[src/include/drfoc_pkg.sv]
/*
  Package for the host-side controller that drives an asynchronous
  1M x 16 DRAM: pin bundles, modes, states and timing counts.
  Assumes a 125 MHz system clock.
*/
package drfoc_pkg;

  // ==========================================================================
  // Clock and timing
  // ==========================================================================
  localparam int unsigned CLK_MHZ = 125;
  localparam int unsigned POWERUP_PAUSE_US = 200;
  localparam int unsigned POWERUP_PAUSE_CYC = POWERUP_PAUSE_US * CLK_MHZ;
  localparam int unsigned INIT_CYCLES = 8;
  localparam int unsigned SELF_REFRESH_MIN_US = 100;
  localparam int unsigned SELF_REFRESH_CYC = SELF_REFRESH_MIN_US * CLK_MHZ;
  localparam int unsigned REFRESH_WINDOW_12_MS = 64;
  localparam int unsigned REFRESH_WINDOW_10_MS = 16;
  localparam int unsigned REFRESH_WINDOW_LP_MS = 128;
  localparam int unsigned ROWS_12 = 4096;
  localparam int unsigned ROWS_10 = 1024;
  // Interval between distributed refreshes: window / rows, rounded down
  localparam int unsigned REFRESH_INT_12_CYC =
    (REFRESH_WINDOW_12_MS * 1000 * CLK_MHZ) / ROWS_12;
  localparam int unsigned REFRESH_INT_10_CYC =
    (REFRESH_WINDOW_10_MS * 1000 * CLK_MHZ) / ROWS_10;
  // Battery backup periods in ns (31.25 us and 125 us), rounded down
  localparam int unsigned BACKUP_PERIOD_12_NS = 31250;
  localparam int unsigned BACKUP_PERIOD_10_NS = 125000;
  localparam int unsigned CLK_PERIOD_NS = 8;
  localparam int unsigned BACKUP_PERIOD_12_CYC = BACKUP_PERIOD_12_NS / CLK_PERIOD_NS;
  localparam int unsigned BACKUP_PERIOD_10_CYC = BACKUP_PERIOD_10_NS / CLK_PERIOD_NS;
  // Row strobe low in backup must stay below 300 ns: half the longest time, round down
  localparam int unsigned BACKUP_RAS_MAX_NS = 300;
  localparam int unsigned BACKUP_RAS_CYC = (BACKUP_RAS_MAX_NS / CLK_PERIOD_NS) / 2;
  // Per-phase strobe time (precharge, setup, strobe low) for plain cycles
  localparam int unsigned PHASE_NS = 60;
  localparam int unsigned PHASE_CYC = (PHASE_NS + CLK_PERIOD_NS - 1) / CLK_PERIOD_NS;

  // ==========================================================================
  // Types
  // ==========================================================================
  typedef struct packed {
    logic        row_strobe_n;
    logic        low_byte_column_strobe_n;
    logic        high_byte_column_strobe_n;
    logic        write_strobe_n;
    logic        output_enable_n;
    logic [11:0] address_pins;
  } drfoc_pins_type;

  typedef enum logic [1:0] {
    DRFOC_CMD_READ = 2'h0,
    DRFOC_CMD_WRITE = 2'h1,
    DRFOC_CMD_HIDDEN = 2'h2
  } drfoc_cmd_type;

  typedef struct packed {
    drfoc_cmd_type cmd;
    logic [19:0]   addr;
    logic [1:0]    byte_en;
    logic [15:0]   wdata;
  } drfoc_req_type;

  typedef enum logic [9:0] {
    ST_PWRUP = 10'b00_0000_0001,
    ST_IDLE = 10'b00_0000_0010,
    ST_PRE = 10'b00_0000_0100,
    ST_RAS = 10'b00_0000_1000,
    ST_CAS = 10'b00_0001_0000,
    ST_HID = 10'b00_0010_0000,
    ST_CBR_SETUP = 10'b00_0100_0000,
    ST_CBR_RAS = 10'b00_1000_0000,
    ST_SELF = 10'b01_0000_0000,
    ST_BACKUP = 10'b10_0000_0000
  } drfoc_state_type;

endpackage

[src/logic/drfoc_ctrl.sv]
/*
  Host-side DRAM controller: power-up sequence, reads and writes with
  byte lanes, hidden refresh, distributed column-before-row refresh,
  battery-backup and self-refresh modes, burst refresh on self-refresh exit.
  Assumes the DRAM pins are registered straight to the board and that
  the data bus is resolved outside from data_oe_o.
*/
// Summary of operation
// RULE_01: DRAM floats its data while output enable is high; host then drives.
// RULE_02: DRAM drives data only with row, column and output enable all low.
// RULE_03: DRAM data floats again once output enable or column strobe rises.
// RULE_04: 12-row-bit part: 4096 rows within 64 ms, 128 ms for low-power part.
// RULE_05: 10-row-bit part: 1024 rows within 16 ms, 128 ms for low-power part.
// RULE_06: Ordinary read or write refreshes its selected row.
// RULE_07: Row-only refresh: host gives row address, both column strobes high.
// RULE_08: Hidden refresh: hold column low after read, recycle row strobe.
// RULE_09: Column strobe falling before row strobe means internal-counter refresh.
// RULE_10: Back-to-back column-first refreshes may keep column low, cycling row.
// RULE_11: Backup on 12-row part: refresh every 31.25 us, row low under 300 ns.
// RULE_12: Backup on 10-row part: refresh every 125 us with short row pulses.
// RULE_13: Self-refresh entry: column before row, both low at least 100 us.
// RULE_14: In self-refresh the DRAM refreshes itself with no address.
// RULE_15: Exit self-refresh raising both strobes, then burst refresh all rows.
// RULE_16: After power-up wait 200 us, then at least eight init cycles.
// RULE_17: Init cycles include at least one refresh cycle.
// RULE_18: Low column strobe gates data bits 0-7, high strobe bits 8-15.
// RULE_19: 12-row part latches twelve row bits on row strobe fall.
// RULE_20: DRAM advances its refresh row counter after each internal refresh.
`timescale 1ns/1ps
`default_nettype none
module drfoc_ctrl
  import drfoc_pkg::*;
#(
  parameter int unsigned ROW_BITS = 12,
  parameter bit LOW_POWER = 1'b0,
  parameter int unsigned POWERUP_CYC = POWERUP_PAUSE_CYC,
  parameter int unsigned SELF_MIN_CYC = SELF_REFRESH_CYC
) (
  input wire logic clk_sys_i,
  input wire logic sys_rst_i,
  input wire logic req_valid_i,
  input wire drfoc_req_type req_i,
  output logic req_ready_o,
  output logic rsp_valid_o,
  output logic [15:0] rsp_rdata_o,
  input wire logic backup_mode_i,
  input wire logic self_refresh_req_i,
  output logic init_done_o,
  output drfoc_pins_type pins_o,
  input wire logic [15:0] data_pins_i,
  output logic [15:0] data_pins_o,
  output logic [1:0] data_oe_o
);

  // ==========================================================================
  // Derived counts
  // ==========================================================================
  localparam int unsigned NROWS = (ROW_BITS == 12) ? ROWS_12 : ROWS_10;
  localparam int unsigned WINDOW_MS = LOW_POWER ? REFRESH_WINDOW_LP_MS :
    ((ROW_BITS == 12) ? REFRESH_WINDOW_12_MS : REFRESH_WINDOW_10_MS);
  localparam int unsigned REF_INT = (WINDOW_MS * 1000 * CLK_MHZ) / NROWS;
  localparam int unsigned BACKUP_INT =
    (ROW_BITS == 12) ? BACKUP_PERIOD_12_CYC : BACKUP_PERIOD_10_CYC;
  localparam int unsigned CW = 24;

  function automatic logic [CW-1:0] cyc(input int unsigned n);
    cyc = CW'(n);
  endfunction

  // ==========================================================================
  // State
  // ==========================================================================
  drfoc_state_type st_r, st_nxt;
  drfoc_pins_type pins_r, pins_nxt;
  logic [CW-1:0] tmr_r, tmr_nxt;
  logic [CW-1:0] ref_tmr_r, ref_tmr_nxt;
  logic [12:0] burst_r, burst_nxt;
  logic done_r, done_nxt;
  logic ref_due_r, ref_due_nxt;
  drfoc_req_type req_r, req_nxt;
  logic [15:0] rdata_r, rdata_nxt;
  logic rsp_r, rsp_nxt;
  logic [1:0] oe_r, oe_nxt;

  wire logic tmr_zero = (tmr_r == '0);

  always_comb begin
    st_nxt = st_r;
    pins_nxt = pins_r;
    tmr_nxt = tmr_zero ? tmr_r : tmr_r - 1'b1;
    ref_tmr_nxt = ref_tmr_r;
    burst_nxt = burst_r;
    done_nxt = done_r;
    ref_due_nxt = ref_due_r;
    req_nxt = req_r;
    rdata_nxt = rdata_r;
    rsp_nxt = 1'b0;
    oe_nxt = oe_r;
    // Distributed refresh pacing; backup mode uses its own period, longer than or equal to the normal one
    if (ref_tmr_r == '0) begin
      ref_tmr_nxt = backup_mode_i ? cyc(BACKUP_INT - 1) : cyc(REF_INT - 1); // RULE_04 RULE_05
      ref_due_nxt = 1'b1;
    end else begin
      ref_tmr_nxt = ref_tmr_r - 1'b1;
    end
    unique case (st_r)
      ST_PWRUP: begin
        if (tmr_zero) begin
          // Eight column-first refresh cycles serve as the init cycles
          burst_nxt = 13'(INIT_CYCLES); // RULE_16 RULE_17
          st_nxt = ST_CBR_SETUP;
          tmr_nxt = cyc(PHASE_CYC);
        end
      end
      ST_IDLE: begin
        pins_nxt.row_strobe_n = 1'b1;
        pins_nxt.low_byte_column_strobe_n = 1'b1;
        pins_nxt.high_byte_column_strobe_n = 1'b1;
        pins_nxt.output_enable_n = 1'b1; // RULE_01
        pins_nxt.write_strobe_n = 1'b1;
        oe_nxt = 2'b00;
        if (tmr_zero) begin
          if (burst_r != '0 || ref_due_r || backup_mode_i) begin
            if (!backup_mode_i || ref_due_r || burst_r != '0) begin
              // A pacing tick in this same cycle must not be lost
              ref_due_nxt = (ref_tmr_r == '0);
              st_nxt = ST_CBR_SETUP;
              tmr_nxt = cyc(PHASE_CYC);
            end
          end else if (self_refresh_req_i && LOW_POWER) begin
            st_nxt = ST_CBR_SETUP;
            tmr_nxt = cyc(PHASE_CYC);
          end else if (req_valid_i) begin
            req_nxt = req_i;
            st_nxt = ST_RAS;
            pins_nxt.address_pins = 12'(req_i.addr[19 -: ROW_BITS]);
            tmr_nxt = cyc(1);
          end
        end
      end
      ST_RAS: begin
        // Row address already settled a cycle earlier; fall latches it
        pins_nxt.row_strobe_n = 1'b0; // RULE_19 RULE_06 RULE_07
        if (tmr_zero) begin
          pins_nxt.address_pins = 12'(req_r.addr[19-ROW_BITS:0]);
          pins_nxt.write_strobe_n = (req_r.cmd != DRFOC_CMD_WRITE);
          oe_nxt = (req_r.cmd == DRFOC_CMD_WRITE) ? req_r.byte_en : 2'b00;
          st_nxt = ST_CAS;
          tmr_nxt = cyc(PHASE_CYC);
        end
      end
      ST_CAS: begin
        pins_nxt.low_byte_column_strobe_n = ~req_r.byte_en[0]; // RULE_18
        pins_nxt.high_byte_column_strobe_n = ~req_r.byte_en[1]; // RULE_18
        pins_nxt.output_enable_n = (req_r.cmd == DRFOC_CMD_WRITE); // RULE_02
        if (tmr_zero) begin
          rdata_nxt = data_pins_i;
          rsp_nxt = 1'b1;
          if (req_r.cmd == DRFOC_CMD_HIDDEN) begin
            // Column and output enable stay low so read data stays valid
            pins_nxt.row_strobe_n = 1'b1; // RULE_08
            st_nxt = ST_HID;
            tmr_nxt = cyc(PHASE_CYC);
          end else begin
            st_nxt = ST_PRE;
            tmr_nxt = cyc(PHASE_CYC);
          end
        end
      end
      ST_HID: begin
        if (tmr_zero && pins_r.row_strobe_n) begin
          pins_nxt.row_strobe_n = 1'b0; // RULE_08 RULE_20
          tmr_nxt = cyc(PHASE_CYC);
        end else if (tmr_zero) begin
          st_nxt = ST_PRE;
          tmr_nxt = cyc(PHASE_CYC);
        end
      end
      ST_PRE: begin
        // Raising column strobe and output enable floats the DRAM outputs
        pins_nxt.row_strobe_n = 1'b1;
        pins_nxt.low_byte_column_strobe_n = 1'b1; // RULE_03
        pins_nxt.high_byte_column_strobe_n = 1'b1;
        pins_nxt.output_enable_n = 1'b1;
        pins_nxt.write_strobe_n = 1'b1;
        oe_nxt = 2'b00;
        if (tmr_zero) begin
          st_nxt = ST_IDLE;
          tmr_nxt = cyc(PHASE_CYC);
        end
      end
      ST_CBR_SETUP: begin
        // Column strobes fall first; row strobe follows after the setup time
        pins_nxt.low_byte_column_strobe_n = 1'b0; // RULE_09
        pins_nxt.high_byte_column_strobe_n = 1'b0;
        pins_nxt.output_enable_n = 1'b1;
        oe_nxt = 2'b00;
        if (tmr_zero) begin
          pins_nxt.row_strobe_n = 1'b0; // RULE_09 RULE_20
          st_nxt = ST_CBR_RAS;
          if (self_refresh_req_i && LOW_POWER && burst_r == '0 && done_r) begin
            st_nxt = ST_SELF;
            tmr_nxt = cyc(SELF_MIN_CYC); // RULE_13
          end else begin
            tmr_nxt = backup_mode_i ? cyc(BACKUP_RAS_CYC) : cyc(PHASE_CYC); // RULE_11 RULE_12
          end
        end
      end
      ST_CBR_RAS: begin
        if (tmr_zero) begin
          pins_nxt.row_strobe_n = 1'b1;
          tmr_nxt = cyc(PHASE_CYC);
          if (burst_r > 13'h0001) begin
            // Column stays low while the row strobe cycles again
            burst_nxt = burst_r - 1'b1; // RULE_10
            st_nxt = ST_CBR_SETUP;
          end else begin
            if (burst_r == 13'h0001) begin
              done_nxt = 1'b1;
            end
            burst_nxt = '0;
            st_nxt = ST_PRE;
          end
        end
      end
      ST_SELF: begin
        // DRAM keeps itself refreshed; address pins are don't-care here
        if (tmr_zero && !self_refresh_req_i) begin // RULE_14
          pins_nxt.row_strobe_n = 1'b1; // RULE_15
          pins_nxt.low_byte_column_strobe_n = 1'b1;
          pins_nxt.high_byte_column_strobe_n = 1'b1;
          burst_nxt = 13'(NROWS); // RULE_15
          st_nxt = ST_PRE;
          tmr_nxt = cyc(PHASE_CYC);
        end
      end
      default: begin
        st_nxt = ST_IDLE;
      end
    endcase
  end

  always_ff @(posedge clk_sys_i) begin
    if (sys_rst_i) begin
      st_r <= ST_PWRUP;
      pins_r <= '{row_strobe_n: 1'b1, low_byte_column_strobe_n: 1'b1,
        high_byte_column_strobe_n: 1'b1, write_strobe_n: 1'b1,
        output_enable_n: 1'b1, address_pins: 12'h0000};
      tmr_r <= cyc(POWERUP_CYC); // RULE_16
      ref_tmr_r <= '0;
      burst_r <= '0;
      done_r <= 1'b0;
      ref_due_r <= 1'b0;
      req_r <= '0;
      rdata_r <= 16'h0000;
      rsp_r <= 1'b0;
      oe_r <= 2'b00;
    end else begin
      st_r <= st_nxt;
      pins_r <= pins_nxt;
      tmr_r <= tmr_nxt;
      ref_tmr_r <= ref_tmr_nxt;
      burst_r <= burst_nxt;
      done_r <= done_nxt;
      ref_due_r <= ref_due_nxt;
      req_r <= req_nxt;
      rdata_r <= rdata_nxt;
      rsp_r <= rsp_nxt;
      oe_r <= oe_nxt;
    end
  end

  // ==========================================================================
  // Outputs
  // ==========================================================================
  assign req_ready_o = (st_r == ST_IDLE) && tmr_zero && done_r && burst_r == '0 &&
    !ref_due_r && !backup_mode_i && !self_refresh_req_i;
  assign rsp_valid_o = rsp_r;
  assign rsp_rdata_o = rdata_r;
  assign init_done_o = done_r;
  assign pins_o = pins_r;
  assign data_pins_o = req_r.wdata;
  assign data_oe_o = oe_r;

endmodule
`default_nettype wire

[config.mk]
export PLATFORM = sky130hd
export DESIGN_NAME = drfoc_ctrl
export DESIGN_NICKNAME = d
export VERILOG_FILES = /design/src/include/drfoc_pkg.sv /design/src/logic/drfoc_ctrl.sv
export SDC_FILE = /design/constraint.sdc
export NUM_CORES = 1
export LEC_CHECK = 0
export BUFFER_PORTS_ARGS = -buffer_cell sky130_fd_sc_hd__buf_2
export CAP_MARGIN = 20
export CELL_PAD_IN_SITES_DETAIL_PLACEMENT = 1
export CELL_PAD_IN_SITES_GLOBAL_PLACEMENT = 2
export CORE_ASPECT_RATIO = 1.25
export CORE_MARGIN = 5
export CORE_UTILIZATION = 35
export CTS_CLUSTER_SIZE = 8
export DETAILED_ROUTE_END_ITERATION = 6
export PLACE_DENSITY = 0.91
export SYNTH_ARGS = -nofsm -noshare
export SYNTH_HDL_FRONTEND = slang
export SYNTH_SLANG_ARGS = --single-unit
[constraint.sdc]
create_clock -name clk_sys_i -period 4.63 [get_ports clk_sys_i]
set_input_delay 0.6945 -clock clk_sys_i [delete_from_list [all_inputs] [get_ports clk_sys_i]]
set_output_delay 0.6945 -clock clk_sys_i [all_outputs]
set_load 0.02 [all_outputs]
After elaboration in Yosys (flattened, before gate mapping)
Cells that the tools add are included.
- output and inout bits: 54
- memories kept: 0
- bits in latches: 0
- word-level logic and storage cells: 156
- bits in read-only memories: 0
- bits of input ports: 61
- RAM bits: 0
- flip-flop bits (word level): 137
- multipliers: 0
- reductions and logical operators: 40
- shift operators: 0
- add/sub/neg operators: 3
- equal/unequal tests: 29
- bitwise gates (word level): 5
- muxes and demuxes: 59
- div/mod/pow operators: 0
- $lt $le $gt $ge: 1
- operator list (cell ; number):
    2-to-1 mux 24 bit ; 10
    2-to-1 mux 10 bit ; 13
    case mux 24 bit (5 select lines) ; 1
    case mux 10 bit (9 select lines) ; 1
    2-to-1 mux 12 bit ; 5
    2-to-1 mux 13 bit ; 4
    logical NOT 24 bit ; 2
    subtractor 24 x 1 -> 24 bit, second input constant ; 2
    case mux 13 bit (3 select lines) ; 1
    != test 2 bit, second input constant ; 14
    case mux 12 bit (2 select lines) ; 1
    equality test 13 x 1 -> 1 bit, second input constant ; 1
    greater-than comparator 13 x 1 -> 1 bit, second input constant ; 1
    logical NOT 13 bit ; 1
    nonzero test 13 bit ; 1
    subtractor 13 x 1 -> 13 bit, second input constant ; 1
    2-to-1 mux 1 bit ; 12
    AND reduction 12 bit ; 1
    AND reduction 4 bit ; 3
    equality test 10 x 1 -> 1 bit, second input constant ; 1
    equality test 10 x 2 -> 1 bit, second input constant ; 1
    equality test 10 x 3 -> 1 bit, second input constant ; 1
    equality test 10 x 4 -> 1 bit, second input constant ; 1
    equality test 10 x 5 -> 1 bit, second input constant ; 1
    31 further kinds ; 57

Depth between registers and ports, before layout
Gate-level depths: netlist (run 1).
- depth in word-level cells: 7
- gate-level depth with buffers: 11
- gate-level depth less buffers: 10

Least setup slack after synthesis (run 1)
No wires, ideal clock.
- path kind: register to register
- start: register tmr_r[0]
- end: register tmr_r[0]
- setup slack: 1.588 ns
- data required time: 4.535 ns
- cell stages (with the launch flop): 12
- library setup time: 0.095 ns
- arrival: 2.946 ns
- clock period less this slack: 3.042 ns
- buffers on the path: 1
- path through: dfxtp_1 -> inv_1 -> ha_1 -> or3b_2 -> buf_2 -> or4_4 -> nor2_1 -> inv_2 -> ha_1 -> a2111oi_0 -> a311oi_1 -> a221oi_1
- longest elaborated chain between the ends: 6
- elaborated cells between the ends (all ways): 14
- classes of those cells: add/sub (1); mux (10); reduce/logical (3)
- ends and longest elaborated chain (what ; line ; text):
    from (decl) ; drfoc_ctrl.sv:75 ; logic [CW-1:0] tmr_r, tmr_nxt;
    from (signal assigned) ; drfoc_ctrl.sv:249 ; tmr_r <= cyc(POWERUP_CYC);
    from (signal assigned) ; drfoc_ctrl.sv:261 ; tmr_r <= tmr_nxt;
    subtractor 24 x 1 -> 24 bit or logical NOT 24 bit (tied branches) ; drfoc_ctrl.sv:90, drfoc_ctrl.sv:85 ;
    2-to-1 mux 24 bit ; drfoc_ctrl.sv:90 ; tmr_nxt = tmr_zero ? tmr_r : tmr_r - 1'b1;
    2-to-1 mux 24 bit, on equally long branches ; drfoc_ctrl.sv:133, drfoc_ctrl.sv:124 ;
    2-to-1 mux 24 bit ; drfoc_ctrl.sv:123 ; if (burst_r != '0 || ref_due_r || backup_mode_i) begin
    2-to-1 mux 24 bit ; drfoc_ctrl.sv:122 ; if (tmr_zero) begin
    case mux 24 bit (5 select lines) (*) ; drfoc_ctrl.sv:106 ; unique case (st_r)
Mark *: on every way between the ends. The rest lies on a longest branch, timed or not.
A chain may end at the register's enable or synchronous reset.

Final worst setup path (run 1)
Same ends and word-level chain as after synthesis.

==> impl_metrics.tcl, run 1 <==
set metrics [dict create \
    rrSetupSlack_ns 1.10 \
    worst-slew-pin-transition_ns 0.9891 \
    grt_pass1_vias 6063 \
    wl_per_cell_um 16.55 \
    hold_class "reg -> reg" \
    intPower_mw 2.445 \
    busiest_layer "met2" \
    clockRootBuffer "clkbuf_16" \
    place_area_mm2 0.006980 \
    pwr-share-clk_pct 34.7 \
    clock-sinks 135 \
    syn_area_mm2 0.006372 \
    area_delta_synth_final_pct 18.44 \
    nFillCells 2208 \
    crit_path_start "tmr_r[0]$_SDFF_PP0_" \
    whs_ns 0.4505 \
    grtUsageMet1_pct 20.08 \
    setup_viol 0 \
    ys_ff_latch 135 \
    final_layout_size_suffix_gt1_share_pct 21.28 \
    crit_required_ns 4.96 \
    routed_wl_mm 18.24 \
    synth-main-ff-cell "dfxtp_1" \
    period_minus_slack_ns 3.533 \
    critPathCaptureType "flip-flop" \
    die_w_um 130.7 \
    syn_inst 774 \
    peakVddDrop_uv 260.4 \
    pwr-share-seq_pct 38.6 \
    grt_pass1_wl_mm 29.99 \
    synthArstFlopShare_pct 0 \
    p_leak_nw 3.002 \
    cap_violations 0 \
    syn_area_per_cell_um2 8.233 \
    switchingPower_mw 1.330 \
    finalSetupTns_ns 0 \
    nets 927 \
    synth_area_leader_cell "dfxtp_1" \
    synth_cell_type_count 61 \
    cp_common_cell "ha_1" \
    rows 55 \
    cp_slowest_cell "or4_4" \
    antenna_found_initial 0 \
    path_buf_inv 3 \
    combPwrFrac_pct 26.8 \
    yosys-top-cells-area "dfxtp_1 42%, nand2_1 8.0%, a21oi_1 5.7%" \
    place.gp.congestion 0.8508 \
    seq_area_frac_synth_pct 42.41 \
    vias_per_cell 5.232 \
    cts.clk_slew.worst_paths_ns 0.06 \
    numCtsBuffers 17 \
    met3_usage_pct 6.088 \
    holdBufCountCts 0 \
    finalInstanceArea_mm2 0.007547 \
    clkLatencyLatePin_ns 0.43 \
    powerDensity_mw_per_mm2 500.2 \
    criticalPathCategory "reg -> reg" \
    first_pass_iters 4 \
    fmaxAchievable_ghz 0.2830 \
    ant_nets 0 \
    slew_viol_final 0 \
    cp.arrival_ns 3.86 \
    period_share_pct 76.31 \
    r2r-start "tmr_r[0]$_SDFF_PP0_" \
    switching_share_pct 35.23 \
    finalNonFillerCells 1102 \
    grt_max_degree 49 \
    synth_edf_count 0 \
    cts_setup_buffers 0 \
    syn_nets 840 \
    rsz0062_at_grt "no" \
    cts_buffer_depth 2 \
    cp_slowest_stage_delay_ns 0.59 \
    crit_path_start_kind "flip-flop" \
    coreArea_mm2 0.01803 \
    dp_hpwl_mm 13.05 \
    vias 5766 \
    yosysWarnings 0 \
    use_met2_pct 30.77 \
    drt_iter0_drc 231 \
    grt_usage_pct 17.74 \
    hp-start "rsp_rdata_o[4]$_SDFFE_PP0P_" \
    post-synth-top-area-fraction_pct 42.41 \
    crit_path_max_fanout 13 \
    h-tree-depth 4 \
    hold_violations 0 \
    initial_core_util_pct 35.34 \
    cts_tree "built" \
    critPathTopFamily "simple AND/OR/NAND/NOR gates" \
    pin_count 115 \
    worstPathCellList "inv_1 > ha_1 > or3b_2 > or4_4 > nor2_1 > buf_4 > inv_2 > ha_1 > a2111oi_0 > a311oi_1 > a221oi_1" \
    antenna_cells 0 \
    slew_headroom_pct 33.62 \
    grt.overflow.total 0 \
    status "complete, no violations" \
    place_inst 1070 \
    die_h_um 160.9 \
    cts_resized 0 \
    dieArea_mm2 0.02102 \
    numPortBuffers 114 \
    drc 0 \
    skew_ns 0.01317 \
]
## logic make-up (layout without fill, tap and decap cells)
logic type / after synthesis / in the layout / share of synthesized area [%]
muxes: 23 / 23 / 3.770
AOI/OAI and AO/OA: 123 / 123 / 11.72
xor gates and xnor gates: 47 / 47 / 6.460
and+or+nand+nor: 375 / 375 / 29.08
DFF: 135 / 135 / 42.41
adders and majority gates: 5 / 5 / 0.9817
buffers and inverters: 66 / 166 / 5.576
## power by group through the flow
stage               combinational [mW]  sequential (mW)  clock, mW
finish                            1.01             1.46       1.31
global route                      1.12             1.48       1.40
CTS                               1.02             1.46       1.35
detailed placement                1.00             1.48          0
global placement                 0.982             1.47          0
floorplan                        0.794             1.41          0
## state kept, by name, summed over array words and instances (netlist names)
name         flops
rsp_rdata_o     16
pins_o          17
ref_tmr_r       24
rsp_valid_o      1
burst_r         13
data_oe_o        2
data_pins_o     16
tmr_r           24
ref_due_r        1
req_r           12
init_done_o      1
st_r             8
## cell usage after synthesis (2+ instances only)
| master | n |
|---|---|
| nor2b_1 | 4 |
| xor2_1 | 20 |
| ha_1 | 5 |
| a2111oi_0 | 2 |
| a31oi_1 | 3 |
| buf_2 | 5 |
| o21ai_0 | 15 |
| o211a_1 | 2 |
| dfxtp_1 | 135 |
| clkbuf_1 | 23 |
| nor4_1 | 16 |
| nor4_4 | 3 |
| nand2b_1 | 10 |
| buf_6 | 2 |
| and3_1 | 5 |
| mux2_2 | 8 |
| buf_4 | 23 |
| o31ai_1 | 2 |
| a21oi_1 | 73 |
| xnor2_1 | 27 |
| nor3b_1 | 3 |
| o2111ai_1 | 5 |
| a21boi_0 | 2 |
| o211ai_1 | 4 |
| or4_1 | 15 |
| or3_1 | 20 |
| a311oi_1 | 3 |
| nand4_1 | 9 |
| nand3_1 | 23 |
| inv_1 | 12 |
| nand3_2 | 2 |
| mux2i_1 | 15 |
| nand2_1 | 135 |
| nand3b_1 | 3 |
| nor3_1 | 21 |
| or4_4 | 3 |
| or2_2 | 6 |
| nor2_1 | 87 |
## layer usage
metal	part of all wire (%)	up-vias
met2	51	129
met4	2.1	0
met5	0	-
li1	-	2848
met1	41	2762
met3	6.1	27
## worst min-delay path, cell delays in order (launching register included)
cell and delay (ns):
dfxtp_1 0.31, nand2_1 0.05, a21oi_1 0.05
## through the flow
stage	worst slack, ns	utilization, %	power, mW
finish	1.097	41.86	3.775
CTS	1.113	41.86	3.817
global route	0.9710	41.86	4.005
global placement	1.410	38.72	2.455
floorplan	1.588	-	2.208
detailed placement	1.250	38.72	2.481
## layout make-up
class                      instances  area, um^2  share of cell area, %
inverter                          13       48.80                 0.6466
clock inverter                    14       127.6                  1.691
tap                              228       285.3                  3.780
sequential                       135        2703                  35.81
clock buffer                      18       439.2                  5.819
multi-input combinational        573        3321                  44.00
timing repair buffer             121       623.1                  8.256
## cells in the final DEF (no fill, tap or decap), drive strengths merged, types with 8 or more instances in the layout
master and count:
xnor2 27, clkbuf 18, nand2 136, inv 23, a21oi 73, dfxtp 135, or4 18, o21ai 17
buf 121, mux2i 15, mux2 8, nor3 21, nor4 20, nor2 89, nand2b 10, nand4 9
or3 20, nand3 25, xor2 20
## worst paths after layout
path / cells after the start / to
setup / recovery: 11 / tmr_r[0]$_SDFF_PP0_
hold / removal: 2 / rsp_rdata_o[4]$_SDFFE_PP0P_
hold reg to reg: 2 / rsp_rdata_o[4]$_SDFFE_PP0P_
setup reg to reg: 11 / tmr_r[0]$_SDFF_PP0_
(Power assumes the default switching activity.)
==> run 2, diff against run 1 <==
ABC_AREA = 1   (was not set)
CORE_UTILIZATION = 31   (was 35)
PLACE_DENSITY = 0.86   (was 0.91)
clock period = 3.36 ns   (was 4.63 ns; I/O delays follow)
==> run 2 against run 1 <==
Compared with the run above: clock skew decreased by 0.0017 ns; worst setup slack worse by 0.57 ns; global-route usage down 2.0 points; critical endpoint is now req_ready_o.
==> impl_metrics.tcl, run 2 <==
set metrics [dict create \
    status "complete, no violations" \
    crit_path_start_kind "flip-flop" \
    nets 1104 \
    antenna_cells 0 \
    initial_core_util_pct 31.64 \
    holdBufCountCts 0 \
    worstPathCellList "inv_1 > ha_1 > nand2_2 > nor2_2 > nand3_2 > nor2_1 > inv_1 > nor4_1 > buf_2" \
    grt_pass1_vias 6520 \
    synthArstFlopShare_pct 0 \
    clkLatencyLatePin_ns 0.42 \
    worst-slew-pin-transition_ns 0.6711 \
    hold_violations 0 \
    first_pass_iters 4 \
    yosys-top-cells-area "dfxtp_1 41%, nor2_1 11%, nand2_1 7.9%" \
    cts_resized 0 \
    setup_ws_ns 0.5301 \
    cts_buffer_depth 2 \
    antenna_found_initial 0 \
    intPower_mw 3.561 \
    vias 6179 \
    power_mw 5.725 \
    place_ws_ns 0.7603 \
    yosysWarnings 0 \
    slew_viol_final 0 \
    cap_violations 0 \
    syn_inst 945 \
    fmaxAchievable_ghz 0.3534 \
    cts_setup_buffers 0 \
    synth_common_cells "191 x nor2_1, 140 x nand2_1, 135 x dfxtp_1, 94 x inv_1, 79 x o21ai_0" \
    pin_count 115 \
    cp.arrival_ns 2.33 \
    place_inst 1293 \
    h-tree-depth 4 \
    ant_nets 0 \
    drc 0 \
    syn_area_per_cell_um2 7.019 \
    synth_area_leader_cell "dfxtp_1" \
    synth_edf_count 0 \
    seq_area_frac_synth_pct 40.75 \
    final_layout_size_suffix_gt1_share_pct 18.95 \
    dp_hpwl_mm 13.84 \
    synth_cell_type_count 37 \
    crit_path_max_fanout 7 \
    area_delta_synth_final_pct 18.88 \
    final_common_cell "nor2_1" \
    finalSetupTns_ns 0 \
    grt_max_degree 54 \
    syn_nets 1011 \
    finalInstanceArea_mm2 0.007885 \
    slew_headroom_pct 55.10 \
    switchingPower_mw 2.163 \
    setup_viol 0 \
    nFillCells 2716 \
    grt_usage_pct 15.71 \
    peakVddDrop_uv 351.5 \
    grt.overflow.total 0 \
    syn_area_mm2 0.006633 \
    synthMostInstantiatedCell "nor2_1" \
    place.gp.congestion 0.8302 \
    clockRootBuffer "clkbuf_16" \
    rows 59 \
    coreArea_mm2 0.02097 \
    cp_slowest_cell "ha_1" \
    switching_share_pct 37.79 \
    period_minus_slack_ns 2.830 \
    period_share_pct 84.22 \
    pwr-share-seq_pct 34.9 \
    hold_class "in -> reg" \
    crit_required_ns 2.86 \
    ys_ff_latch 135 \
    vias_per_cell 4.667 \
    place_area_mm2 0.007298 \
    criticalPathCategory "reg -> out" \
    combPwrFrac_pct 32.1 \
    final_cell_mix "191 x nor2_1, 140 x nand2_1, 135 x dfxtp_1" \
    wl_per_cell_um 14.21 \
    cts.clk_slew.worst_paths_ns 0.06 \
    finalNonFillerCells 1324 \
    grt_pass1_wl_mm 31.84 \
    routed_wl_mm 18.81 \
    skew_ns 0.01152 \
    cp_slowest_stage_delay_ns 0.33 \
    synth-main-ff-cell "dfxtp_1" \
    rsz0062_at_grt "no" \
    cts_tree "built" \
    p_leak_nw 3.561 \
    critPathCaptureType "output pin" \
    pwr-share-clk_pct 33.0 \
    die_h_um 173.5 \
    drt_iter0_drc 221 \
    numCtsBuffers 17 \
    numPortBuffers 114 \
    clock-sinks 135 \
    powerDensity_mw_per_mm2 726.0 \
    dieArea_mm2 0.02444 \
    die_w_um 140.8 \
    post-synth-top-area-fraction_pct 40.75 \
    cp_common_cell "inv_1" \
]
## run 2: cell count changes after synthesis, moves of 7 or more
cell and change:
nor2_2 +12, or3_1 -20, or4_1 -15, nand2_2 +7
o21ai_0 +64, mux2_2 -8, clkbuf_1 -11, nor4_1 -13
nor2_1 +104, inv_1 +82, mux2i_1 -15, nand3_1 +20
xnor2_1 -23, nand2b_1 -10
## run 2: logic make-up after synthesis
| family | count (synthesis) | synth area share, % |
|---|---|---|
| simple gates | 461 | 30.86 |
| compound gates | 176 | 14.09 |
| buf+inv | 141 | 9.790 |
| flops | 135 | 40.75 |
| xor+xnor | 27 | 3.565 |
| fa+ha+maj | 5 | 0.9432 |
## run 2: area by class of cell
type                            count  area (um^2)  share of cell area [%]
Tap cell                          274        342.8                   4.348
Multi-Input combinational cell    669         3281                   41.61
Clock buffer                       18        439.2                   5.570
Sequential cell                   135         2703                   34.27
Clock inverter                     13        147.6                   1.872
Timing Repair Buffer              120        615.6                   7.807
Inverter                           95        356.6                   4.522
## run 2: worst paths after layout
check | start | end | slack, ns | depth (start not counted)
worst max-delay path | tmr_r[0]$_SDFF_PP0_ | req_ready_o | 0.53 | 9
worst min-delay path | data_pins_i[14] | rsp_rdata_o[14]$_SDFFE_PP0P_ | 0.30 | 3
worst max register to register | tmr_r[0]$_SDFF_PP0_ | req_r[39]$_SDFFE_PP0P_ | 0.78 | 10
worst min register to register | pins_o[3]$_SDFFE_PP0P_ | pins_o[3]$_SDFFE_PP0P_ | 0.44 | 2
## run 2: worst max-delay path, delay by kind of cell, from the launching register on
kind	cells	cell delay [ns]
buffers and inverters	3	0.46
AND/OR/NAND/NOR	5	0.80
adder cells (fa/ha/maj)	1	0.33
flip-flops	1	0.32
## run 2: per-stage QoR
step / utilization, % / hold slack [ns]
global route: 37.61 / 0.3006
floorplan: - / 0.4121
CTS: 37.61 / 0.2786
finish: 37.61 / 0.3044
detailed placement: 34.81 / 0.4285
global placement: 34.81 / 0.4254
## run 2: power groups by stage
stage	registers [mW]	clock network [mW]	logic, mW
floorplan	2.01	0	1.38
global placement	2.03	0	1.81
detailed placement	2.03	0	1.85
CTS	2.00	1.94	1.86
global route	2.03	2.01	2.11
finish	2.00	1.89	1.84
## run 2: routing by layer
layer  vias up  track usage [%]  share of wire [%]
li1       3219                -                  -
met1      2863            18.91                 45
met2        89            27.42                 50
met3         8            4.387                4.1
met4         0            4.160               0.80
met5         -                0                  0
==> run 3, diff against run 2 <==
clock period = 2.8 ns   (was 3.36 ns; I/O delays follow)
==> run 3 against run 2 <==
Compared with the run above: cell count is 0.15% higher; power grew 20%; global-route usage about the same; via count up 1.3%; critical path type unchanged; largest cell class unchanged; highest routed layer unchanged.
==> impl_metrics.tcl, run 3 (synthesis gave the netlist of run 2 again) <==
set metrics [dict create \
    critPathCaptureType "output pin" \
    place.gp.congestion 0.8235 \
    final_layout_size_suffix_gt1_share_pct 19.11 \
    cp_slowest_cell "dfxtp_1" \
    nFillCells 2693 \
    hold_violations 0 \
    finalNonFillerCells 1326 \
    p_leak_nw 3.571 \
    cts_setup_buffers 0 \
    holdPathStages 3 \
    cp_slowest_stage_delay_ns 0.32 \
    nets 1105 \
    antenna_found_initial 0 \
    worst-slew-pin-transition_ns 0.8118 \
    initial_core_util_pct 31.64 \
    drt_iter0_drc 227 \
    coreArea_mm2 0.02097 \
    first_pass_iters 4 \
    routed_wl_mm 18.86 \
    grt_pass1_vias 6494 \
    grtUsageMet1_pct 18.36 \
    grt_max_degree 79 \
    h-tree-depth 4 \
    slew_headroom_pct 45.88 \
    pin_count 115 \
    holdBufCountCts 0 \
    grt_usage_pct 15.73 \
    setup_ws_ns 0.2087 \
    ant_nets 0 \
    drc 0 \
    reg2regPathDepth 10 \
    hp-start "data_pins_i[7]" \
    cap_violations 0 \
    clkLatencyLatePin_ns 0.43 \
    cp_common_cell "inv_1" \
    powerDensity_mw_per_mm2 869.9 \
    busiest_layer "met2" \
    wl_per_cell_um 14.22 \
    min_to "rsp_rdata_o[7]$_SDFFE_PP0P_" \
    numPortBuffers 114 \
    rsz0062_at_grt "no" \
    area_delta_synth_final_pct 19.00 \
    dieArea_mm2 0.02444 \
    antenna_cells 0 \
    dp_hpwl_mm 13.77 \
    cts_tree "built" \
    place_ws_ns 0.3835 \
    r2r-start "tmr_r[0]$_SDFF_PP0_" \
    slew_viol_final 0 \
    fmaxAchievable_ghz 0.3859 \
    skew_ns 0.01726 \
    peakVddDrop_uv 444.0 \
    crit_required_ns 2.38 \
    met3_usage_pct 3.891 \
    cp.arrival_ns 2.17 \
    clock-sinks 135 \
    setup_viol 0 \
    multi_input_area_mm2 0.003281 \
    finalSetupTns_ns 0 \
    numCtsBuffers 17 \
    die_w_um 140.8 \
    crit_path_start_kind "flip-flop" \
    regArea_mm2 0.002703 \
    final_common_cell "nor2_1" \
    grt_pass1_wl_mm 31.67 \
    whs_ns 0.2120 \
    criticalPathCategory "reg -> out" \
    cts_buffer_depth 2 \
    worstPathCellList "inv_1 > ha_1 > nand2_2 > nor2_2 > nand3_2 > nor2_1 > inv_1 > nor4_1 > buf_2" \
    hold_class "in -> reg" \
    clockRootBuffer "clkbuf_16" \
    period_minus_slack_ns 2.591 \
    grt.overflow.total 0 \
    status "complete, no violations" \
    place_inst 1294 \
    rows 59 \
    rrSetupSlack_ns 0.41 \
    vias 6259 \
    crit_path_max_fanout 4 \
    final_cell_mix "191 x nor2_1, 140 x nand2_1, 135 x dfxtp_1" \
    cts_resized 0 \
    period_share_pct 92.55 \
    vias_per_cell 4.720 \
    rr_endpoint "req_r[24]$_SDFFE_PP0P_" \
    use_met2_pct 27.90 \
    die_h_um 173.5 \
    cts.clk_slew.worst_paths_ns 0.06 \
]
[run 3: worst max path at each step]
stage                                  startpoint                endpoint  slack [ns]  cells after the start
after CTS                     tmr_r[0]$_SDFF_PP0_             req_ready_o        0.12                      9
after global routing      burst_r[0]$_SDFFE_PP0P_             req_ready_o        0.03                      7
final                         tmr_r[0]$_SDFF_PP0_             req_ready_o        0.21                      9
after floorplan               tmr_r[0]$_SDFF_PP0_             req_ready_o        0.36                     10
after global placement        tmr_r[0]$_SDFF_PP0_  req_r[18]$_SDFFE_PP0P_        0.48                     10
after detailed placement      tmr_r[0]$_SDFF_PP0_  req_r[24]$_SDFFE_PP0P_        0.38                     10
[run 3: area by class of cell]
type                    instances  area share [%]
flip-flops and latches        135           34.24
multi-input cells             669           41.57
well taps                     274           4.344
clock inverters                13           1.696
repair buffers                121           7.895
inverters                      95           4.518
clock buffers                  19           5.739
[run 3: worst max-delay path: cells and delay by family (launching register included)]
| kind | cells | cell delay (ns) |
|---|---|---|
| adder cells (fa/ha/maj) | 1 | 0.20 |
| buffers and inverters | 3 | 0.45 |
| flip-flops | 1 | 0.32 |
| AND/OR/NAND/NOR | 5 | 0.77 |
[run 3: layer usage]
| layer | routed length, um | share of wire [%] |
|---|---|---|
| met5 | 0 | 0 |
| met1 | 8435 | 45 |
| met4 | 329 | 1.7 |
| met2 | 9382 | 50 |
| met3 | 711 | 3.8 |
[run 3: where the power goes]
group	switching, mW	total [mW]	internal [mW]
clock	0.959	2.26	1.30
combinational	1.44	2.21	0.767
sequential	0.226	2.40	2.18
[run 3: through the flow]
| stage | total power, mW | cell area, um^2 | util [%] |
|---|---|---|---|
| 2_1_floorplan | 4.072 | 6633 | - |
| 3_3_place_gp | 4.619 | 7306 | 34.85 |
| 3_5_place_dp | 4.656 | 7306 | 34.85 |
| 4_1_cts | 6.963 | 7893 | 37.65 |
| 5_1_grt | 7.383 | 7893 | 37.65 |
| 6_report | 6.866 | 7893 | 37.65 |
